`src/verilog/pmuisa_map.svh`:
```
`ifndef PMUISA_MAP_SVH
`define PMUISA_MAP_SVH

`define PMUISA_GRP_W        8
`define PMUISA_NSRC         32
`define PMUISA_PIN_W        13
`define PMUISA_GPIO_W       8

// group one bits
`define PMUISA_B1_SUPPLY    6
`define PMUISA_B1_HOT       5
`define PMUISA_B1_PDOWN     4
`define PMUISA_B1_RWAKE     3
`define PMUISA_B1_HOLD      2
`define PMUISA_B1_BUTTON    1
// group two bits
`define PMUISA_B2_FAULT     6
`define PMUISA_B2_RSTIN     4
`define PMUISA_B2_WDOG      2
`define PMUISA_B2_TICK      1
`define PMUISA_B2_ALARM     0
// group three bits
`define PMUISA_B3_VBUS      7
`define PMUISA_B3_ADC_DONE  2
`define PMUISA_B3_ADC_CMP1  1
`define PMUISA_B3_ADC_CMP0  0

// synchronised pin vector positions
`define PMUISA_P_PDOWN      0
`define PMUISA_P_RWAKE      1
`define PMUISA_P_BUTTON     2
`define PMUISA_P_RSTIN      3
`define PMUISA_P_VBUS       4
`define PMUISA_P_GPIO       5

// sources that may raise a wake request when unmasked (flat index)
`define PMUISA_WAKE_CAP     32'hFF87_4300
`define PMUISA_RD_UNMAPPED  8'hFF
`define PMUISA_INT_RST      1'b1
`define PMUISA_MCLK_HZ      50_000_000
`define PMUISA_HOLD_UNIT_MS 1000
`endif

```
`src/verilog/pmuisa_pkg.sv`:
```
package pmuisa_pkg;
  typedef enum logic [1:0] {
    PMUISA_OFF,
    PMUISA_ACTIVE,
    PMUISA_SLEEP
  } pmuisa_pwr_t;

  typedef enum logic {
    PMUISA_PORT_CFG,
    PMUISA_PORT_VSCALE
  } pmuisa_port_t;

  typedef struct packed {
    logic [12:0] s1;
    logic [12:0] s2;
  } pmuisa_sync_st_t;

  typedef struct packed {
    logic status;
    logic pending;
  } pmuisa_cell_st_t;

  typedef struct packed {
    logic [12:0] pin_prev;
    logic [5:0]  ev_prev;
    logic [31:0] hold_cnt;
    logic        hold_done;
    logic [2:0]  last_grp;
    logic        last_vld;
    logic [7:0]  rdata;
    logic        ack;
    logic        err;
    logic        int_out;
    logic        wake;
  } pmuisa_top_st_t;
endpackage : pmuisa_pkg

```
`src/verilog/pmuisa_sync.sv`:
```
`timescale 1ns/1ps
module pmuisa_sync
  import pmuisa_pkg::*;
(
  input  wire logic        i_mclk,
  input  wire logic        i_rst_n,
  input  wire logic [12:0] i_async,
  output logic      [12:0] o_sync
);
  pmuisa_sync_st_t st_q;
  pmuisa_sync_st_t st_d;

  always_comb begin
    st_d    = st_q;
    st_d.s1 = i_async;
    st_d.s2 = st_q.s1;
  end

  always_ff @(posedge i_mclk or negedge i_rst_n) begin
    if (!i_rst_n) begin
      st_q <= '0;
    end else begin
      st_q <= st_d;
    end
  end

  assign o_sync = st_q.s2;
endmodule : pmuisa_sync

```
`src/verilog/pmuisa_cell.sv`:
```
`timescale 1ns/1ps
module pmuisa_cell
  import pmuisa_pkg::*;
(
  input  wire logic i_mclk,
  input  wire logic i_rst_n,
  input  wire logic i_event,
  input  wire logic i_clear,
  input  wire logic i_take_pending,
  input  wire logic i_line_active,
  input  wire logic i_pending_en,
  output logic      o_status,
  output logic      o_pending
);
  pmuisa_cell_st_t st_q;
  pmuisa_cell_st_t st_d;

  always_comb begin
    st_d = st_q;
    if (i_clear) begin
      if (!st_q.pending) begin
        st_d.status = 1'b0;
      end else if (i_take_pending) begin
        // pending event becomes the live one; status stays set
        st_d.pending = 1'b0;
      end
    end
    // set wins over a clear in the same cycle
    if (i_event) begin
      if (!st_d.status) begin
        st_d.status = 1'b1;
      end else if (i_line_active && i_pending_en) begin
        st_d.pending = 1'b1;
      end
    end
  end

  always_ff @(posedge i_mclk or negedge i_rst_n) begin
    if (!i_rst_n) begin
      st_q <= '0;
    end else begin
      st_q <= st_d;
    end
  end

  assign o_status  = st_q.status;
  assign o_pending = st_q.pending;
endmodule : pmuisa_cell

```
`src/verilog/pmuisa_top.sv`:
```
`timescale 1ns/1ps
`include "pmuisa_map.svh"
module pmuisa_top
  import pmuisa_pkg::*;
#(
  parameter int unsigned HOLD_UNIT_CYC =
    `PMUISA_HOLD_UNIT_MS * (`PMUISA_MCLK_HZ / 1000)
)
(
  input  wire logic         i_mclk,
  input  wire logic         i_rst_n,
  // pins from outside the clock domain
  input  wire logic         i_power_down_pin,
  input  wire logic         i_remote_wake_pin,
  input  wire logic         i_power_button_pin,
  input  wire logic         i_reset_in_pin,
  input  wire logic         i_vbus_pin,
  input  wire logic [7:0]   i_gpio_pin,
  // internal monitors, same clock
  input  wire logic         i_supply_voltage_monitor,
  input  wire logic         i_die_overtemperature,
  input  wire logic         i_regulator_fault,
  input  wire logic         i_watchdog_expiry,
  input  wire logic         i_rtc_tick,
  input  wire logic         i_rtc_alarm,
  input  wire logic         i_adc_manual_conversion_done,
  input  wire logic         i_adc_periodic_compare_one,
  input  wire logic         i_adc_periodic_compare_zero,
  input  pmuisa_pwr_t       i_power_state,
  // configuration
  input  wire logic         i_iface_spi,
  input  wire logic         i_rtc_tick_en,
  input  wire logic [1:0]   i_hold_delay_setting,
  input  wire logic [7:0]   i_gpio_rise_en,
  input  wire logic [7:0]   i_gpio_fall_en,
  input  wire logic [7:0]   i_mask_group_one,
  input  wire logic [7:0]   i_mask_group_two,
  input  wire logic [7:0]   i_mask_group_three,
  input  wire logic [7:0]   i_mask_group_four,
  input  wire logic         i_clear_on_write,
  input  wire logic         i_pending_en,
  input  wire logic         i_int_active_high,
  input  wire logic         i_int_mask_in_sleep,
  // host register access
  input  wire logic         i_acc_valid,
  input  pmuisa_port_t      i_acc_port,
  input  wire logic         i_acc_write,
  input  wire logic [2:0]   i_acc_group,
  input  wire logic [7:0]   i_acc_wdata,
  output logic              o_acc_ack,
  output logic              o_acc_err,
  output logic [7:0]        o_acc_rdata,
  // combined outputs
  output logic              o_int,
  output logic              o_wake_req
);

  function automatic int unsigned flat(input int unsigned grp,
                                       input int unsigned bitn);
    flat = grp * `PMUISA_GRP_W + bitn;
  endfunction : flat

  // status groups live only behind the configuration port; in the SPI
  // build the vscale port is still refused, only the configuration port answers
  function automatic logic reach_ok(input pmuisa_port_t port,
                                    input logic         spi);
    reach_ok = (port == PMUISA_PORT_CFG);
    if (spi && port != PMUISA_PORT_CFG) begin
      reach_ok = 1'b0;
    end
  endfunction : reach_ok

  // groups 0-3 return status, 4-6 live line levels, 7 the general pins
  function automatic logic [7:0] read_group(input logic [2:0]  grp,
                                            input logic [31:0] stat,
                                            input logic [7:0]  lv1,
                                            input logic [7:0]  lv2,
                                            input logic [7:0]  lv3,
                                            input logic [7:0]  lvp);
    read_group = 8'h00;
    unique case (grp)
      3'h0: read_group = stat[7:0];
      3'h1: read_group = stat[15:8];
      3'h2: read_group = stat[23:16];
      3'h3: read_group = stat[31:24];
      3'h4: read_group = lv1;
      3'h5: read_group = lv2;
      3'h6: read_group = lv3;
      3'h7: read_group = lvp;
    endcase
  endfunction : read_group

  // bits of one group that an accepted access clears
  function automatic logic [7:0] clear_bits(input logic       wr,
                                            input logic       cow,
                                            input logic [7:0] wdata);
    clear_bits = 8'h00;
    if (wr && cow) begin
      clear_bits = wdata;
    end else if (!wr && !cow) begin
      clear_bits = 8'hFF;
    end
  endfunction : clear_bits

  pmuisa_top_st_t st_q;
  pmuisa_top_st_t st_d;

  logic [12:0] pin_raw;
  logic [12:0] pin_s;
  logic [31:0] ev;
  logic [31:0] mask_flat;
  logic [31:0] status;
  logic [31:0] pending;
  logic [31:0] clr;
  logic [3:0]  take;
  logic [5:0]  ev_now;
  logic [5:0]  ev_rise;
  logic [5:0]  ev_fall;
  logic [12:0] pin_rise;
  logic [12:0] pin_fall;
  logic        line_active;
  logic        on_state;
  logic        acc_ok;
  logic [31:0] hold_limit;
  logic [7:0]  line_g1;
  logic [7:0]  line_g2;
  logic [7:0]  line_g3;
  logic        wake_now;

  assign pin_raw = {i_gpio_pin, i_vbus_pin, i_reset_in_pin,
                    i_power_button_pin, i_remote_wake_pin,
                    i_power_down_pin};

  pmuisa_sync u_sync (
    .i_mclk  (i_mclk),
    .i_rst_n (i_rst_n),
    .i_async (pin_raw),
    .o_sync  (pin_s)
  );

  assign mask_flat = {i_mask_group_four, i_mask_group_three,
                      i_mask_group_two, i_mask_group_one};
  assign on_state  = (i_power_state == PMUISA_ACTIVE) ||
                     (i_power_state == PMUISA_SLEEP);

  // edge detection on same-clock monitors
  assign ev_now  = {i_rtc_alarm, i_rtc_tick, i_watchdog_expiry,
                    i_regulator_fault, i_die_overtemperature,
                    i_supply_voltage_monitor};
  genvar ei;
  generate
    for (ei = 0; ei < 6; ei++) begin : g_mon_edge
      assign ev_rise[ei] = ev_now[ei] & ~st_q.ev_prev[ei];
      assign ev_fall[ei] = ~ev_now[ei] & st_q.ev_prev[ei];
    end
  endgenerate

  // pins are edge-detected only after the two-flop synchroniser
  genvar pi;
  generate
    for (pi = 0; pi < `PMUISA_PIN_W; pi++) begin : g_pin_edge
      assign pin_rise[pi] = pin_s[pi] & ~st_q.pin_prev[pi];
      assign pin_fall[pi] = ~pin_s[pi] & st_q.pin_prev[pi];
    end
  endgenerate

  assign hold_limit = HOLD_UNIT_CYC * ({30'd0, i_hold_delay_setting} + 32'd1);

  // raw events before masking, in flat status order
  always_comb begin
    ev = '0;
    ev[flat(0, `PMUISA_B1_SUPPLY)] = ev_rise[0] | ev_fall[0];
    ev[flat(0, `PMUISA_B1_HOT)]    = (ev_rise[1] | ev_fall[1])
                                     & on_state;
    ev[flat(0, `PMUISA_B1_PDOWN)]  = pin_rise[`PMUISA_P_PDOWN]
                                     | pin_fall[`PMUISA_P_PDOWN];
    ev[flat(0, `PMUISA_B1_RWAKE)]  = pin_fall[`PMUISA_P_RWAKE]
                                     & on_state;
    ev[flat(0, `PMUISA_B1_HOLD)]   = !st_q.hold_done
                                     && !pin_s[`PMUISA_P_BUTTON]
                                     && st_q.hold_cnt >= hold_limit;
    ev[flat(0, `PMUISA_B1_BUTTON)] = pin_fall[`PMUISA_P_BUTTON]
                                     & on_state;
    ev[flat(1, `PMUISA_B2_FAULT)]  = ev_rise[2];
    ev[flat(1, `PMUISA_B2_RSTIN)]  = pin_rise[`PMUISA_P_RSTIN];
    ev[flat(1, `PMUISA_B2_WDOG)]   = ev_rise[3];
    ev[flat(1, `PMUISA_B2_TICK)]   = ev_rise[4] & i_rtc_tick_en;
    ev[flat(1, `PMUISA_B2_ALARM)]  = ev_rise[5];
    ev[flat(2, `PMUISA_B3_VBUS)]   = pin_rise[`PMUISA_P_VBUS]
                                     | pin_fall[`PMUISA_P_VBUS];
    // level sources: no edge detector, set while asserted
    ev[flat(2, `PMUISA_B3_ADC_DONE)] = i_adc_manual_conversion_done;
    ev[flat(2, `PMUISA_B3_ADC_CMP1)] = i_adc_periodic_compare_one;
    ev[flat(2, `PMUISA_B3_ADC_CMP0)] = i_adc_periodic_compare_zero;
    ev[31:24] = (pin_rise[12:5] & i_gpio_rise_en)
              | (pin_fall[12:5] & i_gpio_fall_en);
  end

  // clear strobes and the two-register pending handshake
  always_comb begin
    clr    = '0;
    take   = '0;
    acc_ok = i_acc_valid && reach_ok(i_acc_port, i_iface_spi);
    for (int g = 0; g < 4; g++) begin
      take[g] = !(st_q.last_vld && st_q.last_grp == 3'(g));
      if (acc_ok && i_acc_group == 3'(g)) begin
        clr[g*8 +: 8] = clear_bits(i_acc_write, i_clear_on_write,
                                   i_acc_wdata);
      end
    end
  end

  // a masked bit can still hold status but never drives the line
  assign line_active = |(status & ~mask_flat);

  genvar gi;
  generate
    for (gi = 0; gi < `PMUISA_NSRC; gi++) begin : g_cell
      pmuisa_cell u_cell (
        .i_mclk         (i_mclk),
        .i_rst_n        (i_rst_n),
        .i_event        (ev[gi] & ~mask_flat[gi]),
        .i_clear        (clr[gi]),
        .i_take_pending (take[gi / 8]),
        .i_line_active  (line_active),
        .i_pending_en   (i_pending_en),
        .o_status       (status[gi]),
        .o_pending      (pending[gi])
      );
    end
  endgenerate

  // real-time line states
  assign line_g1 = {1'b0, i_supply_voltage_monitor, i_die_overtemperature,
                    pin_s[`PMUISA_P_PDOWN], pin_s[`PMUISA_P_RWAKE],
                    st_q.hold_done, pin_s[`PMUISA_P_BUTTON], 1'b0};
  assign line_g2 = {1'b0, i_regulator_fault, 1'b0, pin_s[`PMUISA_P_RSTIN],
                    1'b0, i_watchdog_expiry, i_rtc_tick, i_rtc_alarm};
  assign line_g3 = {pin_s[`PMUISA_P_VBUS], 4'h0,
                    i_adc_manual_conversion_done,
                    i_adc_periodic_compare_one,
                    i_adc_periodic_compare_zero};

  // button and remote wake always request power-on, mask ignored
  assign wake_now = pin_fall[`PMUISA_P_BUTTON]
                  | pin_fall[`PMUISA_P_RWAKE]
                  | |(ev & ~mask_flat & `PMUISA_WAKE_CAP);

  always_comb begin
    st_d          = st_q;
    st_d.pin_prev = pin_s;
    st_d.ev_prev  = ev_now;
    st_d.ack      = 1'b0;
    st_d.err      = 1'b0;
    st_d.wake     = wake_now;
    // long-hold timer: one event per press, rearmed on release
    if (pin_s[`PMUISA_P_BUTTON]) begin
      st_d.hold_cnt  = '0;
      st_d.hold_done = 1'b0;
    end else begin
      if (st_q.hold_cnt < hold_limit) begin
        st_d.hold_cnt = st_q.hold_cnt + 32'd1;
      end
      if (ev[flat(0, `PMUISA_B1_HOLD)]) begin
        st_d.hold_done = 1'b1;
      end
    end
    if (i_acc_valid) begin
      st_d.ack   = 1'b1;
      st_d.rdata = `PMUISA_RD_UNMAPPED;
      if (!acc_ok) begin
        st_d.err = 1'b1;
      end else begin
        st_d.last_grp = i_acc_group;
        st_d.last_vld = 1'b1;
        st_d.rdata    = read_group(i_acc_group, status, line_g1, line_g2,
                                   line_g3, pin_s[12:5]);
      end
    end
    // sleep masking holds the line idle but keeps status
    if (line_active &&
        !(i_int_mask_in_sleep && i_power_state == PMUISA_SLEEP)) begin
      st_d.int_out = i_int_active_high;
    end else begin
      st_d.int_out = !i_int_active_high;
    end
  end

  always_ff @(posedge i_mclk or negedge i_rst_n) begin
    if (!i_rst_n) begin
      st_q         <= '0;
      st_q.int_out <= `PMUISA_INT_RST;
    end else begin
      st_q <= st_d;
    end
  end

  assign o_acc_ack   = st_q.ack;
  assign o_acc_err   = st_q.err;
  assign o_acc_rdata = st_q.rdata;
  assign o_int       = st_q.int_out;
  assign o_wake_req  = st_q.wake;
endmodule : pmuisa_top

```
`config.mk`:
```
export PLATFORM = sky130hd
export DESIGN_NAME = pmuisa_top
export DESIGN_NICKNAME = d
export VERILOG_FILES = /design/src/verilog/pmuisa_pkg.sv /design/src/verilog/pmuisa_sync.sv /design/src/verilog/pmuisa_cell.sv /design/src/verilog/pmuisa_top.sv
export VERILOG_INCLUDE_DIRS = /design/src /design/src/verilog
export SDC_FILE = /design/constraint.sdc
export NUM_CORES = 1
export LEC_CHECK = 0
export BUFFER_PORTS_ARGS = -buffer_cell sky130_fd_sc_hd__buf_2
export CAP_MARGIN = 25
export CORE_UTILIZATION = 40
export CTS_CLUSTER_SIZE = 10
export DETAILED_ROUTE_END_ITERATION = 16
export GPL_TIMING_DRIVEN = 0
export HOLD_SLACK_MARGIN = 0.03
export PLACE_DENSITY = 0.65
export SYNTH_ARGS = -nofsm -noshare
export SYNTH_HDL_FRONTEND = slang
export SYNTH_SLANG_ARGS = --single-unit
```
`constraint.sdc`:
```
create_clock -name i_mclk -period 3.2 [get_ports i_mclk]
set_clock_uncertainty 0.15 [all_clocks]
set_input_delay 0 -clock i_mclk [delete_from_list [all_inputs] [get_ports i_mclk]]
set_output_delay 0 -clock i_mclk [all_outputs]
set_load 0.005 [all_outputs]
```
==> impl_metrics.tcl <==
set metrics [dict create \
    worstPathArrival_ns 3.21 \
    fin_crit_sh_pct 96.38 \
    grt_usage_pct 23.87 \
    rows 48 \
    synth.ff_latch_count 140 \
    critPathLaunch "i_hold_delay_setting[0]" \
    hold_class "input pin to flip-flop" \
    ant_nets 0 \
    relSlewSlack_pct 38.87 \
    numCtsBuffers 17 \
    power_mw 4.617 \
    r2r_slack_ns 0.16 \
    avgViaCountPerCell 5.597 \
    pre_cts_ws_ns -0.8006 \
    switchingPower_mw 1.214 \
    yosys.area.top_type_share_pct 48.94 \
    dp_cells 1032 \
    seq_area_frac_synth_pct 49.31 \
    hpwl_mm 14.25 \
    crit_fanout 10 \
    synth_edf_count 0 \
    dr.first_iter.drc_count 449 \
    p_per_area_nw_per_um2 473.4 \
    synth_commonest_cells "dfrtp_1 (139), a21oi_1 (69), o21ai_0 (47)" \
    finalHoldViolCount 0 \
    die_h_um 135.3 \
    antennaDiodeCount 0 \
    crit_type "input pin to flip-flop" \
    p_int_mw 3.403 \
    die_x_um 135.3 \
    reg2regPathDepth 8 \
    grt_first_pass_wirelength_mm 33.13 \
    cts.clk_slew.worst_paths_ns 0.06 \
    p_comb_share_pct 13.8 \
    io_buffers 96 \
    synth_cell_types 56 \
    pwr-share-clk_pct 43.5 \
    ir_drop_mv 0.3657 \
    first_global_vias 6338 \
    max_freq_ghz 0.3242 \
    maxSlewViolCount 0 \
    wl_met1_mm 8.922 \
    reg2reg_to "g_cell[29].u_cell.o_pending" \
    core_um2 17300 \
    fillers 1508 \
    initial_utilization_pct 41.09 \
    synthCells 709 \
    layout_setup_ws_ns 0.1159 \
    period_minus_slack_ns 3.084 \
    synth_area_leader_cell "dfrtp_1" \
    clock-root-buffer "clkbuf_16" \
    critPathCapture "st_q[33]" \
    io-pin-count 108 \
    wl_met2_mm 10.51 \
    area_growth_pct 37.24 \
    dr_total_vias 6498 \
    switching_share_pct 26.30 \
    cts.htree.levels 4 \
    setup_viol 0 \
    grt_max_degree 74 \
    drt-pass1-iter-count 5 \
    drv_cap 0 \
    cts.sinks 140 \
    antenna_found_initial 0 \
    route.detailed.drc 0 \
    r2r-start "g_cell[27].u_cell.o_status" \
    place_congestion 0.8586 \
    top_layer "met4" \
    synth_area_per_cell_um2 10.02 \
    multi_input_area_um2 3522 \
    dpl_cell_area_um2 7910 \
    cts_buffer_depth 2 \
    routed_wl_mm 21.04 \
    seqCellArea_um2 3505 \
    die_area_um2 18300 \
    hold_ws_ns 0.06015 \
    drive_gt1_share_pct 22.76 \
    synth_ff_type "dfrtp_1" \
    cp-start-kind "input pin" \
    synth_nets 839 \
    yosysWarnings 0 \
    grt_overflow 0 \
    synth_most_common_cell "dfrtp_1" \
    wl_met3_mm 1.180 \
    instances_no_fill 1161 \
    cts_tree "done" \
    wl_per_cell_um 18.12 \
    status "finished, final reports clean" \
    p_seq_share_pct 42.8 \
    synthTopCellsByArea "dfrtp_1 (49%), ha_1 (6.0%), a21oi_1 (4.9%)" \
    required_ns 3.33 \
    synthArstFlopShare_pct 100.0 \
    fin_nets 1053 \
    final_area_um2 9753 \
    leakage_nw 4.088 \
    critPathCaptureType "flip-flop" \
    clkLatencyLatePin_ns 0.42 \
    worst_slew_pin_slew_ns 0.9169 \
    netlist_area_um2 7107 \
]
==> through the flow <==
| stage | setup TNS, ns | util [%] |
|---|---|---|
| after CTS | -0.003301 | 54.32 |
| after global routing | -0.5532 | 56.39 |
| after global placement | -22.82 | 45.49 |
| after floorplan | 0 | - |
| after detailed placement | -22.09 | 45.73 |
| final | 0 | 56.39 |
==> final cells by class <==
type / count / share of cell area (%)
Buffer: 31 / 1.758
Clock buffer: 19 / 4.541
Clock inverter: 13 / 1.629
Inverter: 42 / 1.655
Multi-Input combinational cell: 495 / 36.11
Sequential cell: 140 / 35.93
Tap cell: 225 / 2.886
Timing Repair Buffer: 196 / 15.48
==> worst max-delay path, cell delays in order <==
cell,delay (ns)
buf_12,0.09
clkinvlp_4,0.13
ha_4,0.34
xnor2_4,0.14
ha_4,0.23
a21oi_2,0.13
nor2_1,0.05
nor2_1,0.13
xor2_1,0.18
ha_1,0.26
and4_4,0.16
buf_4,0.15
o2111ai_1,0.10
nand4_1,0.27
buf_6,0.24
buf_4,0.20
o31ai_2,0.32
a21oi_2,0.09
==> flip-flops by register name, indices dropped and copies added (netlist names) <==
name                     cells
g_cell.u_cell.o_status      23
u_sync.st_d                 13
o_wake_req                   1
o_acc_err                    1
o_int                        1
o_acc_rdata                  8
u_sync.o_sync               13
st_q                        55
o_acc_ack                    1
g_cell.u_cell.o_pending     23
line_g1                      1
==> worst min path at each step <==
stage | from | end | slack, ns | depth (start not counted)
6_report | i_gpio_pin[5] | u_sync.st_d[10] | 0.06 | 2
5_1_grt | i_gpio_pin[5] | u_sync.st_d[10] | 0.04 | 2
4_1_cts | i_power_down_pin | u_sync.st_d[0] | 0.05 | 2
3_5_place_dp | i_rst_n | u_sync.st_d[0] | -0.11 | 1
3_3_place_gp | i_gpio_pin[7] | u_sync.st_d[12] | -0.04 | 1
2_1_floorplan | i_rst_n | g_cell[10].u_cell.o_pending | -0.45 | 0
==> timing repair <==
action	CTS	global route
setup buffers	2	13
resized for setup	9	60
endpoints found under the hold margin	221	0
pin swaps	1	19
cloned	0	1
endpoints found under the setup margin	33	33
hold buffers	82	0
==> metal layers <==
layer | track usage [%] | vias to the layer above
met5 | 0 | -
met4 | 8.240 | 0
met3 | 4.227 | 33
met2 | 40.23 | 255
met1 | 30.83 | 3155
li1 | - | 3055
==> placed cells by master, fill, tap and decap left out, types with 18 or more instances in the layout <==
cell type,count
buf_4,26
buf_2,95
dfrtp_1,139
inv_1,39
nor2_1,24
nand2_1,44
o31ai_1,29
nand4_1,18
dlygate4sd3_1,81
a21oi_1,56
nand2b_1,22
o21ai_0,46
or3_1,21
nand3b_1,25
ha_1,29
==> cells by family (layout without fill, tap and decap cells) <==
| family | Yosys count | after routing | share of synthesized area [%] |
|---|---|---|---|
| simple gates | 227 | 227 | 18.29 |
| compound gates | 212 | 212 | 18.54 |
| flops | 140 | 140 | 49.31 |
| buf+inv | 74 | 301 | 4.419 |
| fa+ha+maj | 34 | 34 | 5.986 |
| xor+xnor | 11 | 11 | 1.356 |
| mux | 11 | 11 | 2.095 |
==> power groups by stage <==
stage	Clock, mW	Sequential [mW]	Combinational, mW
2_1_floorplan	0	1.98	0.294
3_3_place_gp	0	2.00	0.488
3_5_place_dp	0	2.01	0.500
4_1_cts	2.05	1.97	0.596
5_1_grt	2.13	1.99	0.702
6_report	2.01	1.97	0.636
No activity file was read; power rests on OpenSTA's default activity.
